**config.mk**
```make
export PLATFORM = sky130hd
export DESIGN_NAME = iopsc_top
export DESIGN_NICKNAME = d
export VERILOG_FILES = /design/src/logic/iopsc_pkg.sv /design/src/logic/iopsc_pad_cell.sv /design/src/logic/iopsc_top.sv
export SDC_FILE = /design/constraint.sdc
export NUM_CORES = 1
export LEC_CHECK = 0
export BUFFER_PORTS_ARGS = -buffer_cell sky130_fd_sc_hd__clkbuf_2
export CAP_MARGIN = 10
export CORE_MARGIN = 2
export CORE_UTILIZATION = 51
export DETAILED_ROUTE_END_ITERATION = 7
export GPL_TIMING_DRIVEN = 0
export PLACE_DENSITY_LB_ADDON = 0.1
export SLEW_MARGIN = 25
export SYNTH_ARGS = -nofsm -noshare
export SYNTH_HDL_FRONTEND = slang
export SYNTH_SLANG_ARGS = --single-unit
```
**constraint.sdc**
```tcl
create_clock -name clock -period 40.9 [get_ports clock]
set_input_delay 8.18 -clock clock [delete_from_list [all_inputs] [get_ports clock]]
set_output_delay 8.18 -clock clock [all_outputs]
set_load 0.01 [all_outputs]
```
**src/logic/iopsc_pkg.sv**
```systemverilog
// Constants, register map and state types of the pad power state controller
package iopsc_pkg;

   // Register byte offsets
   localparam logic [5:0] IOPSC_REG_OE = 6'h00;
   localparam logic [5:0] IOPSC_REG_OUT = 6'h04;
   localparam logic [5:0] IOPSC_REG_PULL_EN = 6'h08;
   localparam logic [5:0] IOPSC_REG_PULL_UP = 6'h0C;
   localparam logic [5:0] IOPSC_REG_ANALOG = 6'h10;
   localparam logic [5:0] IOPSC_REG_CTRL = 6'h14;
   localparam logic [5:0] IOPSC_REG_SLEEP_TIME = 6'h18;
   localparam logic [5:0] IOPSC_REG_STATUS = 6'h1C;
   localparam logic [5:0] IOPSC_REG_PAD_IN = 6'h20;

   // Control register fields
   localparam int IOPSC_CTRL_SLEEP_REQ = 0;
   localparam int IOPSC_CTRL_WAKE_PULL = 1;
   localparam int IOPSC_CTRL_RADIO_EN = 2;

   // Status register fields
   localparam int IOPSC_STAT_STATE_LSB = 0;
   localparam int IOPSC_STAT_CFG_DONE = 4;
   localparam int IOPSC_STAT_WAKE_LVL = 5;
   localparam int IOPSC_STAT_CAUSE_LSB = 8;

   // Reset values
   localparam logic [31:0] IOPSC_RST_OE = 32'h0000_0000;
   localparam logic [31:0] IOPSC_RST_OUT = 32'h0000_0000;
   localparam logic [31:0] IOPSC_RST_PULL_EN = 32'hFFFF_FFFF;
   localparam logic [31:0] IOPSC_RST_PULL_UP = 32'hFFFF_FFFF;
   localparam logic [31:0] IOPSC_RST_ANALOG = 32'hFFFF_FFFF;
   localparam logic [2:0] IOPSC_RST_CTRL = 3'h2;
   localparam logic [31:0] IOPSC_RST_SLEEP_TIME = 32'h0000_0000;

   // Wake causes
   localparam logic [1:0] IOPSC_CAUSE_NONE = 2'h0;
   localparam logic [1:0] IOPSC_CAUSE_RADIO = 2'h1;
   localparam logic [1:0] IOPSC_CAUSE_PIN = 2'h2;
   localparam logic [1:0] IOPSC_CAUSE_TIMER = 2'h3;

   // Device power states
   typedef enum logic [2:0] {
      IOPSC_ST_OFF,
      IOPSC_ST_POR,
      IOPSC_ST_DEFAULT,
      IOPSC_ST_ACTIVE,
      IOPSC_ST_SLEEP
   } iopsc_state_t;

   // What a pad cell is told to do
   typedef enum logic [2:0] {
      IOPSC_PAD_OFF,
      IOPSC_PAD_DEFAULT,
      IOPSC_PAD_LIVE,
      IOPSC_PAD_RETAIN
   } iopsc_pad_mode_t;

endpackage

```
**src/logic/iopsc_pad_cell.sv**
```systemverilog
// One pad cell: resolves power mode, analog select and firmware setting
`timescale 1ns/10ps
module iopsc_pad_cell #(
   parameter bit IS_MIXED = 1'b0
) (
   // Clock and reset
   input wire logic clock,
   input wire logic rst,
   // Mode and setting
   input wire iopsc_pkg::iopsc_pad_mode_t mode,
   input wire logic analog,
   input wire logic cfg_oe,
   input wire logic cfg_out,
   input wire logic cfg_pull_en,
   input wire logic cfg_pull_up,
   // Pad controls
   output logic pad_oe,
   output logic pad_out,
   output logic pad_ie,
   output logic pad_pull_en,
   output logic pad_pull_up
);
   import iopsc_pkg::*;

   typedef struct packed {
      logic oe;
      logic out;
      logic ie;
      logic pe;
      logic pu;
   } iopsc_cell_t;

   iopsc_cell_t cur;
   iopsc_cell_t next_cur;
   logic is_analog;

   // Only mixed-signal pads have an analog switch
   assign is_analog = IS_MIXED && analog;

   // Pad state resolution; analog wins over every mode
   always_comb begin
      next_cur = '0;
      case (mode)
         IOPSC_PAD_OFF: begin
            next_cur = '0;
         end
         IOPSC_PAD_DEFAULT: begin
            next_cur.ie = !IS_MIXED;
            next_cur.pe = !IS_MIXED;
            next_cur.pu = !IS_MIXED;
         end
         IOPSC_PAD_LIVE: begin
            next_cur.oe = cfg_oe;
            next_cur.out = cfg_out;
            next_cur.ie = !cfg_oe;
            next_cur.pe = cfg_pull_en;
            next_cur.pu = cfg_pull_up;
         end
         IOPSC_PAD_RETAIN: begin
            next_cur = cur;
         end
         default: begin
            next_cur = '0;
         end
      endcase
      if (is_analog) begin
         next_cur = '0;
      end
   end

   // State register
   always_ff @(posedge clock or posedge rst) begin
      if (rst) begin
         cur <= '0;
      end else begin
         cur <= next_cur;
      end
   end

   assign pad_oe = cur.oe;
   assign pad_out = cur.out;
   assign pad_ie = cur.ie;
   assign pad_pull_en = cur.pe;
   assign pad_pull_up = cur.pu;

endmodule // iopsc_pad_cell

```
**src/logic/iopsc_top.sv**
```systemverilog
// Pad power state controller with Avalon-MM register slave
`timescale 1ns/10ps
module iopsc_top #(
   parameter int N_DIG = 23,
   parameter int N_MIX = 4
) (
   // Clock and reset
   input wire logic clock,
   input wire logic rst,
   // Power and wake inputs
   input wire logic chip_en,
   input wire logic por_pulse,
   input wire logic wake_pin_input,
   input wire logic radio_event,
   // Avalon-MM slave
   input wire logic [5:0] address,
   input wire logic read,
   input wire logic write,
   input wire logic [31:0] writedata,
   input wire logic [3:0] byteenable,
   output logic [31:0] readdata,
   output logic waitrequest,
   // Pads, mixed-signal pads at the top indices
   input wire logic [N_DIG+N_MIX-1:0] pad_in,
   output logic [N_DIG+N_MIX-1:0] pad_oe,
   output logic [N_DIG+N_MIX-1:0] pad_out,
   output logic [N_DIG+N_MIX-1:0] pad_ie,
   output logic [N_DIG+N_MIX-1:0] pad_pull_en,
   output logic [N_DIG+N_MIX-1:0] pad_pull_up,
   // Wake pin pad controls
   output logic wake_pin_ie,
   output logic wake_pin_pull_up,
   // Power domain controls
   output logic core_power_on,
   output logic radio_active_state
);
   import iopsc_pkg::*;

   localparam int N_PADS = N_DIG + N_MIX;

   // Pads are held in one 32-bit register word
   if (N_PADS > 32 || N_MIX < 0 || N_DIG < 0) begin : g_bad_size
      $error("iopsc_top: pad count does not fit one register word");
   end

   typedef struct packed {
      iopsc_state_t state;
      logic [31:0] oe;
      logic [31:0] out;
      logic [31:0] pull_en;
      logic [31:0] pull_up;
      logic [31:0] analog;
      logic [2:0] ctrl;
      logic [31:0] sleep_time;
      logic [31:0] sleep_count;
      logic cfg_done;
      logic [1:0] cause;
      logic waitrequest;
      logic [31:0] readdata;
      logic wake_ie;
      logic wake_pu;
      logic core_power;
      logic radio_active;
   } iopsc_regs_t;

   iopsc_regs_t r;
   iopsc_regs_t next_r;
   iopsc_pad_mode_t pad_mode;
   logic [31:0] pad_in_word;
   logic bus_req;
   logic bus_take;
   logic bus_wr;

   // Byte-lane merge of a write into a register word
   function automatic logic [31:0] merge(input logic [31:0] old, input logic [31:0] wd,
                                         input logic [3:0] be);
      logic [31:0] res;
      res = old;
      for (int b = 0; b < 4; b++) begin
         if (be[b]) begin
            res[8*b +: 8] = wd[8*b +: 8];
         end
      end
      return res;
   endfunction

   assign bus_req = read || write;
   // A write takes effect at the edge where waitrequest is seen low
   assign bus_take = bus_req && !r.waitrequest;
   assign bus_wr = bus_take && write;
   assign pad_in_word = 32'(pad_in & pad_ie);

   // Pad mode from the device power state
   always_comb begin
      case (r.state)
         IOPSC_ST_DEFAULT: pad_mode = IOPSC_PAD_DEFAULT;
         IOPSC_ST_ACTIVE: pad_mode = IOPSC_PAD_LIVE;
         IOPSC_ST_SLEEP: pad_mode = IOPSC_PAD_RETAIN;
         default: pad_mode = IOPSC_PAD_OFF;
      endcase
   end

   // Next-state logic: power states, registers and bus
   always_comb begin
      next_r = r;

      // Register writes; pad config writes mark the device programmed
      if (bus_wr) begin
         if (address == IOPSC_REG_OE) begin
            next_r.oe = merge(r.oe, writedata, byteenable);
            next_r.cfg_done = 1'b1;
         end else if (address == IOPSC_REG_OUT) begin
            next_r.out = merge(r.out, writedata, byteenable);
            next_r.cfg_done = 1'b1;
         end else if (address == IOPSC_REG_PULL_EN) begin
            next_r.pull_en = merge(r.pull_en, writedata, byteenable);
            next_r.cfg_done = 1'b1;
         end else if (address == IOPSC_REG_PULL_UP) begin
            next_r.pull_up = merge(r.pull_up, writedata, byteenable);
            next_r.cfg_done = 1'b1;
         end else if (address == IOPSC_REG_ANALOG) begin
            next_r.analog = merge(r.analog, writedata, byteenable);
            next_r.cfg_done = 1'b1;
         end else if (address == IOPSC_REG_CTRL) begin
            if (byteenable[0]) begin
               next_r.ctrl = writedata[2:0];
            end
         end else if (address == IOPSC_REG_SLEEP_TIME) begin
            next_r.sleep_time = merge(r.sleep_time, writedata, byteenable);
         end
      end

      // Read data is latched as waitrequest drops, and stands for that cycle
      next_r.waitrequest = !(bus_req && r.waitrequest);
      if (bus_req && r.waitrequest && read) begin
         if (address == IOPSC_REG_OE) begin
            next_r.readdata = r.oe;
         end else if (address == IOPSC_REG_OUT) begin
            next_r.readdata = r.out;
         end else if (address == IOPSC_REG_PULL_EN) begin
            next_r.readdata = r.pull_en;
         end else if (address == IOPSC_REG_PULL_UP) begin
            next_r.readdata = r.pull_up;
         end else if (address == IOPSC_REG_ANALOG) begin
            next_r.readdata = r.analog;
         end else if (address == IOPSC_REG_CTRL) begin
            next_r.readdata = {29'h0000_0000, r.ctrl};
         end else if (address == IOPSC_REG_SLEEP_TIME) begin
            next_r.readdata = r.sleep_time;
         end else if (address == IOPSC_REG_STATUS) begin
            next_r.readdata = '0;
            next_r.readdata[IOPSC_STAT_STATE_LSB +: 3] = r.state;
            next_r.readdata[IOPSC_STAT_CFG_DONE] = r.cfg_done;
            next_r.readdata[IOPSC_STAT_WAKE_LVL] = wake_pin_input;
            next_r.readdata[IOPSC_STAT_CAUSE_LSB +: 2] = r.cause;
         end else if (address == IOPSC_REG_PAD_IN) begin
            next_r.readdata = pad_in_word;
         end else begin
            next_r.readdata = '0; // Unmapped reads return zero
         end
      end

      // Device power state sequencing
      case (r.state)
         IOPSC_ST_OFF: begin
            if (chip_en) begin
               next_r.state = IOPSC_ST_POR;
            end
         end
         IOPSC_ST_POR: begin
            if (!por_pulse) begin
               next_r.state = next_r.cfg_done ? IOPSC_ST_ACTIVE : IOPSC_ST_DEFAULT;
            end
         end
         IOPSC_ST_DEFAULT: begin
            if (next_r.cfg_done) begin
               next_r.state = IOPSC_ST_ACTIVE;
            end
         end
         IOPSC_ST_ACTIVE: begin
            // Sleep only when firmware asks, the pin is low and no radio work waits
            if (r.ctrl[IOPSC_CTRL_SLEEP_REQ] && !wake_pin_input && !radio_event) begin
               next_r.state = IOPSC_ST_SLEEP;
               next_r.sleep_count = r.sleep_time;
               next_r.ctrl[IOPSC_CTRL_SLEEP_REQ] = 1'b0;
            end
         end
         IOPSC_ST_SLEEP: begin
            // Timer value zero means the sleep timer is not used as a source
            if (r.sleep_count != '0) begin
               next_r.sleep_count = r.sleep_count - 32'h0000_0001;
            end
            if (radio_event) begin
               next_r.state = IOPSC_ST_ACTIVE;
               next_r.cause = IOPSC_CAUSE_RADIO;
            end else if (wake_pin_input) begin
               next_r.state = IOPSC_ST_ACTIVE;
               next_r.cause = IOPSC_CAUSE_PIN;
            end else if (r.sleep_time != '0 && r.sleep_count == 32'h0000_0001) begin
               next_r.state = IOPSC_ST_ACTIVE;
               next_r.cause = IOPSC_CAUSE_TIMER;
            end
         end
         default: begin
            next_r.state = IOPSC_ST_OFF;
         end
      endcase

      // Power-on reset pulse restarts the sequence while chip enable is high
      if (por_pulse && chip_en) begin
         next_r.state = IOPSC_ST_POR;
      end
      // Chip enable low overrides everything and forgets the programming
      if (!chip_en) begin
         next_r.state = IOPSC_ST_OFF;
         next_r.cfg_done = 1'b0;
      end
      // A pulse also returns the pads to their unprogrammed layout
      if (next_r.state == IOPSC_ST_POR || next_r.state == IOPSC_ST_OFF) begin
         next_r.cfg_done = 1'b0;
         next_r.oe = IOPSC_RST_OE;
         next_r.out = IOPSC_RST_OUT;
         next_r.pull_en = IOPSC_RST_PULL_EN;
         next_r.pull_up = IOPSC_RST_PULL_UP;
         next_r.analog = IOPSC_RST_ANALOG;
      end

      // Wake pin: all off in the off state, pull-up alone in the pulse, live setting otherwise
      case (next_r.state)
         IOPSC_ST_OFF: begin
            next_r.wake_ie = 1'b0;
            next_r.wake_pu = 1'b0;
         end
         IOPSC_ST_POR: begin
            next_r.wake_ie = 1'b0;
            next_r.wake_pu = 1'b1;
         end
         default: begin
            next_r.wake_ie = 1'b1;
            next_r.wake_pu = next_r.ctrl[IOPSC_CTRL_WAKE_PULL];
         end
      endcase

      // Switchable domain and radio power follow the state
      next_r.core_power = (next_r.state == IOPSC_ST_DEFAULT) ||
                          (next_r.state == IOPSC_ST_ACTIVE) ||
                          (next_r.state == IOPSC_ST_POR);
      next_r.radio_active = (next_r.state == IOPSC_ST_ACTIVE) &&
                            next_r.ctrl[IOPSC_CTRL_RADIO_EN];
   end

   // State register
   always_ff @(posedge clock or posedge rst) begin
      if (rst) begin
         r.state <= IOPSC_ST_OFF;
         r.oe <= IOPSC_RST_OE;
         r.out <= IOPSC_RST_OUT;
         r.pull_en <= IOPSC_RST_PULL_EN;
         r.pull_up <= IOPSC_RST_PULL_UP;
         r.analog <= IOPSC_RST_ANALOG;
         r.ctrl <= IOPSC_RST_CTRL;
         r.sleep_time <= IOPSC_RST_SLEEP_TIME;
         r.sleep_count <= '0;
         r.cfg_done <= 1'b0;
         r.cause <= IOPSC_CAUSE_NONE;
         r.waitrequest <= 1'b1;
         r.readdata <= '0;
         r.wake_ie <= 1'b0;
         r.wake_pu <= 1'b0;
         r.core_power <= 1'b0;
         r.radio_active <= 1'b0;
      end else begin
         r <= next_r;
      end
   end

   // One cell per pad; the top N_MIX pads have the analog switch
   for (genvar i = 0; i < N_PADS; i++) begin : g_pad
      iopsc_pad_cell #(
         .IS_MIXED(i >= N_DIG)
      ) iopsc_pad_cell_inst (
         .clock(clock),
         .rst(rst),
         .mode(pad_mode),
         .analog((i >= N_DIG) ? r.analog[(i >= N_DIG) ? i - N_DIG : 0] : 1'b0),
         .cfg_oe(r.oe[i]),
         .cfg_out(r.out[i]),
         .cfg_pull_en(r.pull_en[i]),
         .cfg_pull_up(r.pull_up[i]),
         .pad_oe(pad_oe[i]),
         .pad_out(pad_out[i]),
         .pad_ie(pad_ie[i]),
         .pad_pull_en(pad_pull_en[i]),
         .pad_pull_up(pad_pull_up[i])
      );
   end

   // Outputs straight from flip-flops
   assign readdata = r.readdata;
   assign waitrequest = r.waitrequest;
   assign wake_pin_ie = r.wake_ie;
   assign wake_pin_pull_up = r.wake_pu;
   assign core_power_on = r.core_power;
   assign radio_active_state = r.radio_active;

endmodule // iopsc_top

```
== Yosys cells after proc, flatten, opt, wreduce, memory -nomap -nowiden ==
Index checks and enable logic that the tools add are counted.
W data, S select, Z words.

* Output and inout port bits: 172
* Logic and storage cells: 413
* Register bits: 405

* Reduce and logical (&&, ||, !) cells: 87
* Equal/unequal tests: 29
* Mux-type cells: 119
* Bitwise logic cells: 7
* $add $sub $neg: 1

{| class="wikitable"
|+ Operators with widths
! cell !! count
|-
| $mux W32 || 16
|-
| $pmux W3 S3 || 23
|-
| $mux W195 || 1
|-
| $mux W163 || 1
|-
| $mux W160 || 1
|-
| $mux W131 || 1
|-
| $pmux W2 S2 || 28
|-
| $mux W99 || 1
|-
| $mux W67 || 1
|-
| $mux W8 || 8
|-
| $pmux W32 S2 || 1
|-
| $reduce_bool A32 Y1 || 2
|-
| $mux W27 || 2
|-
| $reduce_and A9 Y1 || 4
|-
| $mux W35 || 1
|-
| $eq A32 B1 Y1 const B || 1
|-
| $sub A32 B1 Y32 const B || 1
|-
| $logic_not A1 Y1 || 31
|-
| $mux W3 || 10
|-
| $reduce_and A7 Y1 || 4
|-
| $and A27 B27 Y27 || 1
|-
| $eq A6 B5 Y1 const B || 4
|-
| $pmux W3 S2 || 4
|-
| $reduce_and A6 Y1 || 4
|-
| 26 further kinds || 92
|}

== Longest topological paths before layout ==
Gate-level depths: netlist of the first run.

* Depth after elaboration: 16
* Mapped depth: 14
* Mapped depth without buffers: 9

== By module ==
From an unflattened synthesis of the first run, not the netlist that was laid out.

* Cell total of the unflattened synthesis: 2068
* Area, all modules: 19931.6 µm²

{| class="wikitable"
|+ By module, submodules not included
! module !! times used !! area an instance (µm²) !! cells each
|-
| iopsc_top || 1 || 13544.2 || 1509
|-
| iopsc_pad_cell at g_pad[0].iopsc_pad_cell_inst ... || 23 || 239.0 || 21
|-
| iopsc_pad_cell at g_pad[23].iopsc_pad_cell_inst ... || 4 || 222.7 || 19
|}

== Worst setup path before layout of the first run ==
OpenSTA, ideal clock, no wires.

* Kind: input to register
* Start point: in address[2]
* End point: reg, netlist name readdata[31]
* Path slack: 31.119 ns
* Setup time: 0.136 ns
* Cell stages on the path: 7
* Required time: 40.764 ns
* Arrival time: 9.645 ns
* Buffers on the path: 2
* Cell sequence: clkbuf_1 -> clkbuf_1 -> mux2_2 -> a22oi_1 -> o21ai_0 -> a221oi_1 -> o21ai_0

* Word-level cells in the longest chain between the ends: 8

{| class="wikitable"
|+ RTL lines
! element !! line !! text
|-
| from (decl) || iopsc_top.sv:16 || <nowiki>input wire logic [5:0] address,</nowiki>
|-
| $eq A6 B5 Y1 || iopsc_top.sv:148 || <nowiki>end else if (address == IOPSC_REG_SLEEP_TIME) begin</nowiki>
|-
| $mux W32 || iopsc_top.sv:148 ||
|-
| $mux W32 || iopsc_top.sv:146 || <nowiki>end else if (address == IOPSC_REG_CTRL) begin</nowiki>
|-
| $mux W32 || iopsc_top.sv:144 || <nowiki>end else if (address == IOPSC_REG_ANALOG) begin</nowiki>
|-
| $mux W32 || iopsc_top.sv:142 || <nowiki>end else if (address == IOPSC_REG_PULL_UP) begin</nowiki>
|-
| $mux W32 || iopsc_top.sv:140 || <nowiki>end else if (address == IOPSC_REG_PULL_EN) begin</nowiki>
|-
| $mux W32 || iopsc_top.sv:138 || <nowiki>end else if (address == IOPSC_REG_OUT) begin</nowiki>
|-
| $mux W32 * || iopsc_top.sv:136 || <nowiki>if (address == IOPSC_REG_OE) begin</nowiki>
|}

Mark *: on every way between the ends. The rest lies on a longest branch, timed or not.
A chain may end at the register's enable or synchronous reset.

== Worst setup path after layout of the first run ==
* Start point: in address[3]
* End point: reg, netlist name readdata[3]

* Word-level cells in the longest chain between the ends: 10

{| class="wikitable"
|+ RTL lines
! element !! line !! text
|-
| $eq A6 B6 Y1 || iopsc_top.sv:156 || <nowiki>end else if (address == IOPSC_REG_PAD_IN) begin</nowiki>
|-
| $mux W27 || iopsc_top.sv:156 ||
|-
| $mux W27 || iopsc_top.sv:150 || <nowiki>end else if (address == IOPSC_REG_STATUS) begin</nowiki>
|-
| $mux W32 || iopsc_top.sv:148 ||
|-
| $mux W32 || iopsc_top.sv:146 ||
|-
| $mux W32 || iopsc_top.sv:144 ||
|-
| $mux W32 || iopsc_top.sv:142 ||
|-
| $mux W32 || iopsc_top.sv:140 ||
|-
| $mux W32 || iopsc_top.sv:138 ||
|-
| $mux W32 * || iopsc_top.sv:136 ||
|}

Marks and branches as above.

==> flow_metrics.py, run 1 <==
metrics = {
    "logic_synthesis": {
        "syn_inst": 2180,
        "ys.flop_type": "dfrtp_1",
        "yosysSeqAreaShare_pct": 51.1,
        "ys_seq_elements": 405,
        "syn_area_mm2": 0.0201,
        "async_flop_share_pct": 100,
        "synth_cell_type_count": 69,
        "yosysTopAreaCellShare_pct": 38.2,
        "synthesis.nets": 2263,
        "avgSynthCellArea_um2": 9.22,
        "ys_warn_count": 0,
        "synth_edf_count": 0,
        "synth_area_leader_cell": "dfrtp_1",
        "synthTopCellsByArea": "dfrtp_1, dfstp_2, nand2_1, a21oi_1, buf_4",
    },
    "timing": {
        "final_max_slew_viol_count": 0,
        "worst-slew-pin-transition_ps": 1140,
        "slew_headroom_pct": 24.3,
        "fin_setup_tns_ps": 0,
        "setup_violations": 0,
        "finalHoldViolCount": 0,
        "post-route-period-util_pct": 25.5,
        "fin_crit_ps": 10430,
        "rsz0062_at_grt": "no",
        "skew_ps": 15.1,
        "fmax_mhz": 95.8,
    },
    "run": {
        "max_cap_viol_count": 0,
    },
    "routing": {
        "drt-met1-wl_um": 30000,
        "met3WireLength_um": 7500,
        "drt_iter0_drc": 2256,
        "wl_met2_um": 32600,
        "routed_wl_um": 74400,
        "drtAntennaViolNets": 0,
        "first_pass_iters": 8,
        "via_per_inst": 6.13,
        "vias": 18600,
        "drc": 2,
        "wl_per_cell_um": 24.5,
        "topRoutingLayerUsed": "met5",
    },
    "die": {
        "num_io_pins": 249,
        "row_count": 72,
        "core_area_mm2": 0.0387,
        "die_h_um": 202,
        "dieWidth_um": 202,
        "die_area_mm2": 0.0410,
        "initial_core_util_pct": 51.9,
    },
    "placement": {
        "dp_hpwl_um": 55700,
        "place.gp.congestion": 0.951,
        "placed_cell_area_mm2": 0.0221,
        "dp.cells": 2948,
        "numPortBuffers": 246,
    },
    "grt": {
        "grt_pass1_vias": 17800,
        "grt_pass1_wl_um": 111000,
        "grt_max_degree": 103,
        "antenna_found_initial": 4,
        "grt-ovfl-total": 0,
        "track_usage_pct": 36.1,
    },
    "critical_path": {
        "cp.required_ps": 41400,
        "r2r-end": "g_pad[0].iopsc_pad_cell_inst.pad_pull_up",
        "cp-start-kind": "input port",
        "crit_type": "input port to register",
        "cp.arrival_ps": 10940,
        "r2r_slack_ps": 35850,
        "rr_worst_depth": 13,
        "r2r_start": "r[268]",
        "endpoint_kind": "register",
        "path_max_fanout": 10,
    },
    "worst_hold_path": {
        "min_to": "r[132]",
        "hold_depth": 2,
        "hp-class": "register to register",
        "hold_start": "r[132]",
    },
    "clocking": {
        "cts.sink_count": 405,
        "cts.htree.levels": 2,
        "clk_latency_ps": 580,
        "cts-resized-gates": 0,
        "cts.path.max_buffers": 3,
        "cts_tree": "done",
        "hold_buffers": 0,
        "cts_root_buffer": "clkbuf_16",
        "post_cts_buffers": 0,
        "cts_buffers": 44,
        "clkTransAtPathRegs_ps": 60,
    },
    "layout": {
        "layout_common_cells": "nand2_1, dfrtp_1, a21oi_1, clkbuf_2, o21ai_0",
        "final_cells": 3031,
        "final_area_mm2": 0.0236,
        "area_growth_pct": 17.3,
        "final_net_count": 2559,
        "final_common_cell": "nand2_1",
        "drive_above_1_share_pct": 27.4,
        "utilization_pct": 60.8,
    },
    "power": {
        "pwr_density_cell_mw_per_mm2": 37.9,
        "ir_worst_vdd_mv": 0.0286,
        "finalPower_uw": 893,
        "power.leakage_nw": 10.5,
    },
    "run_status": {
        "status": "finished, violations left",
        "violations": "DRC",
    },
}
[cell type report]
class,count,area [um^2]
clock inverter,11,145
clock buffer,69,1310
antenna,3,7.51
sequential,405,10300
tap,518,648
inverter,36,143
multi-input combinational,1431,7860
buffer,308,1860
timing repair buffer,250,1340
fill,3416,15200
[sequential cells by signal (all words and copies together) (netlist names)]
| name | cells |
|---|---|
| core_power_on | 1 |
| g_pad.iopsc_pad_cell_inst.pad_ie | 27 |
| g_pad.iopsc_pad_cell_inst.pad_oe | 27 |
| g_pad.iopsc_pad_cell_inst.pad_out | 27 |
| g_pad.iopsc_pad_cell_inst.pad_pull_en | 27 |
| g_pad.iopsc_pad_cell_inst.pad_pull_up | 27 |
| r | 233 |
| radio_active_state | 1 |
| readdata | 32 |
| waitrequest | 1 |
| wake_pin_ie | 1 |
| wake_pin_pull_up | 1 |
[cells in the mapped netlist, types with 20 or more instances]
master	instances
a221oi_1	37
a32oi_1	20
nand2_1	399
o21ai_0	189
inv_1	36
a21oi_1	259
buf_4	171
mux2_2	39
dfstp_2	98
dfrtp_1	307
nand3_1	51
nor2_1	123
clkbuf_1	102
a31oi_1	39
o311ai_0	24
a22o_1	31
a22oi_1	45
buf_2	23
[report_power, final]
group	leakage, nW	internal (mW)	switching, mW	total [mW]
registers	5.23	0.408	0.00749	0.415
clock network	0.715	0.238	0.169	0.407
logic	4.56	0.0220	0.0479	0.0699
total	10.5	0.668	0.225	0.893
[per-stage QoR]
step                      hold WS [ps]  setup slack (ps)
after global routing               501             30380
after floorplan                    451             21620
after CTS                          485             30550
final                              482             30470
after detailed placement           475             29950
after global placement             470             17290
[worst max-delay path by stage]
stage,start,cells past startpoint,to
6_report,address[3],9,readdata[3]
5_1_grt,address[1],8,readdata[22]
4_1_cts,address[3],9,readdata[3]
3_5_place_dp,address[3],9,readdata[3]
3_3_place_gp,rst,2,g_pad[24].iopsc_pad_cell_inst.pad_pull_en
2_1_floorplan,rst,1,core_power_on
[worst max-delay path: stages]
cell and delay [ps]:
clkbuf_2 110, buf_2 190, or2_4 310, nor4_4 870, buf_2 500, a32oi_1 210
a31oi_1 280, a221oi_1 100, o21ai_1 170
[routing by layer]
metal	vias up	track usage [%]
li1	8159	-
met1	9104	50.1
met2	1129	53.2
met3	201	7.42
met4	2	19.9
met5	-	0
[cells by family (layout without fill, tap and decap cells)]
family | Yosys count | in the layout | synth area share (%)
AO/OA/AOI/OAI | 702 | 702 | 21.2
AND/OR/NAND/NOR | 678 | 678 | 15.0
flip-flops | 405 | 405 | 51.1
buffers and inverters | 344 | 674 | 9.92
multiplexers | 43 | 43 | 2.39
adder cells (fa/ha/maj) | 6 | 6 | 0.374
XOR/XNOR | 2 | 2 | 0.0872
other | 0 | 3 | 0
Power figures use the tool's default switching activity.
==> inputs of run 2 (changes only) <==
clock period = 9.3 ns   (was 40.9 ns; I/O delays follow)
==> flow_metrics.py, run 2 (same netlist as run 1, synthesis figures left out) <==
metrics = {
    "routing": {
        "vias": 18700,
        "routed_wl_um": 74600,
        "drc": 0,
        "wl_per_cell_um": 24.5,
        "via_per_inst": 6.16,
        "drt_iter0_drc": 2415,
        "first_pass_iters": 6,
        "drtAntennaViolNets": 0,
    },
    "die": {
        "initial_core_util_pct": 51.9,
        "die_area_mm2": 0.0410,
        "core_area_mm2": 0.0387,
        "num_io_pins": 249,
        "row_count": 72,
        "die_h_um": 202,
        "dieWidth_um": 202,
    },
    "critical_path": {
        "cpPeakStageDelay_ps": 890,
        "cp.required_ps": 9790,
        "cp_cell_sequence": "clkbuf_1, nand2b_1, nor2_1, clkbuf_1, clkbuf_1, a21oi_1, inv_1, ha_1, clkbuf_1, clkbuf_1, clkbuf_1, nand2_1, o21ai_0",
        "cp.arrival_ps": 5490,
        "critPathSlowestCell": "clkbuf_1",
        "cp_top_family": "buffers and inverters",
        "crit_buf_inv": 7,
        "crit_type": "register to register",
        "endpoint_kind": "register",
        "crit_top_cell": "clkbuf_1",
        "r2r_slack_ps": 4300,
        "cp-start-kind": "register",
        "path_max_fanout": 10,
    },
    "layout": {
        "top_regs": "r (233), readdata (32)",
        "largest_register_ff_count": 233,
        "layout_common_cells": "nand2_1, dfrtp_1, a21oi_1, clkbuf_2, o21ai_0",
        "final_area_mm2": 0.0237,
        "area_growth_pct": 17.9,
        "final_net_count": 2569,
        "fillers": 3391,
        "final_common_cell": "nand2_1",
        "top_register": "r",
        "drive_above_1_share_pct": 27.5,
    },
    "run": {
        "max_cap_viol_count": 0,
    },
    "clocking": {
        "cts_buffers": 44,
        "hold_buffers": 0,
        "clkTransAtPathRegs_ps": 60,
        "clk_latency_ps": 590,
        "cts.sink_count": 405,
        "cts.path.max_buffers": 3,
        "cts-resized-gates": 0,
        "cts_tree": "done",
        "cts_root_buffer": "clkbuf_16",
        "cts.htree.levels": 2,
        "post_cts_buffers": 0,
    },
    "timing": {
        "skew_ps": 25.4,
        "setup_violations": 0,
        "final_max_slew_viol_count": 0,
        "post-route-period-util_pct": 53.8,
        "fmax_mhz": 200,
        "rsz0062_at_grt": "no",
        "fin_crit_ps": 5000,
        "slew_headroom_pct": 25.7,
        "worst-slew-pin-transition_ps": 1110,
        "finalHoldViolCount": 0,
        "setup_ws_ps": 4300,
    },
    "placement": {
        "numPortBuffers": 246,
        "placed_cell_area_mm2": 0.0223,
        "dp_hpwl_um": 56400,
        "place.gp.congestion": 0.957,
        "pre_cts_ws_ps": 4520,
    },
    "grt": {
        "grt_max_degree": 34,
        "antenna_found_initial": 3,
        "grt-ovfl-total": 0,
        "track_usage_pct": 36.2,
        "grt_pass1_wl_um": 112000,
        "grt_pass1_vias": 17900,
    },
    "worst_hold_path": {
        "hp-class": "register to register",
    },
    "power": {
        "finalPower_mw": 3.89,
        "p_sw_uw": 978,
        "p_int_mw": 2.91,
        "power.leakage_nw": 10.6,
        "pwr_density_cell_mw_per_mm2": 164,
        "ir_worst_vdd_mv": 0.109,
        "p_comb_share_pct": 8.2,
        "p_sw_share_pct": 25.2,
        "sequentialPowerShare_pct": 47.0,
        "power.share.clock_pct": 44.9,
    },
    "run_status": {
        "status": "finished, final reports clean",
    },
}
-- run 2: cell count changes in the layout (fill, tap and decap cells not counted), moves of 2 or more --
cell | previous run | this run
clkbuf_16 | 44 | 46
clkinvlp_4 | 0 | 2
clkbuf_8 | 11 | 6
buf_12 | 0 | 14
buf_16 | 4 | 0
clkbuf_1 | 116 | 118
-- run 2: final timing paths --
kind	from	end	cells past startpoint
max	r[268]	g_pad[17].iopsc_pad_cell_inst.pad_ie	13
min	r[124]	r[124]	2
max reg2reg	r[268]	g_pad[17].iopsc_pad_cell_inst.pad_ie	13
min reg2reg	r[124]	r[124]	2
max in group asynchronous	rst	r[164]	6
min in group asynchronous	rst	g_pad[1].iopsc_pad_cell_inst.pad_oe	2
-- run 2: worst register-to-register path, cell delays in order (launching register included) --
cell and delay [ps]:
dfrtp_1 350, clkbuf_1 210, nand2b_1 260, nor2_1 140
clkbuf_1 450, clkbuf_1 520, a21oi_1 260, inv_1 150
ha_1 300, clkbuf_1 530, clkbuf_1 900, clkbuf_1 620
nand2_1 120, o21ai_0 120
-- run 2: per-layer routing --
layer  routed length [um]  GRT usage [%]  vias up
li1                     -              -     8174
met1                30500           50.4     9162
met2                32600           54.3     1174
met3                 7200           6.60      215
met4                 4210           19.2        0
met5                    0              0        -
-- run 2: area by class of cell --
cell class,count,area (um^2),area share [%]
flip-flops and latches,405,10300,43.3
repair buffers,260,1510,6.38
diodes,2,5.00,0.0211
multi-input cells,1431,7850,33.1
inverters,36,139,0.586
clock buffers,68,1290,5.46
plain buffers,308,1860,7.84
well taps,518,648,2.74
clock inverters,12,126,0.533
-- run 2: power by group through the flow --
stage                     logic, mW  registers [mW]  clock network [mW]
after floorplan               0.173            1.84                   0
after CTS                     0.311            1.82                1.75
after global placement        0.292            1.86                   0
after global routing          0.340            1.83                1.82
final                         0.317            1.83                1.75
after detailed placement      0.310            1.85                   0
-- run 2: through the flow --
stage,setup TNS [ps],util [%],std cells,hold slack (ps)
floorplan,0,-,2180,451
global placement,-75840,56.7,2944,470
detailed placement,0,57.4,2958,474
CTS,0,61.1,3038,485
global route,0,61.1,3040,509
finish,0,61.1,3040,485
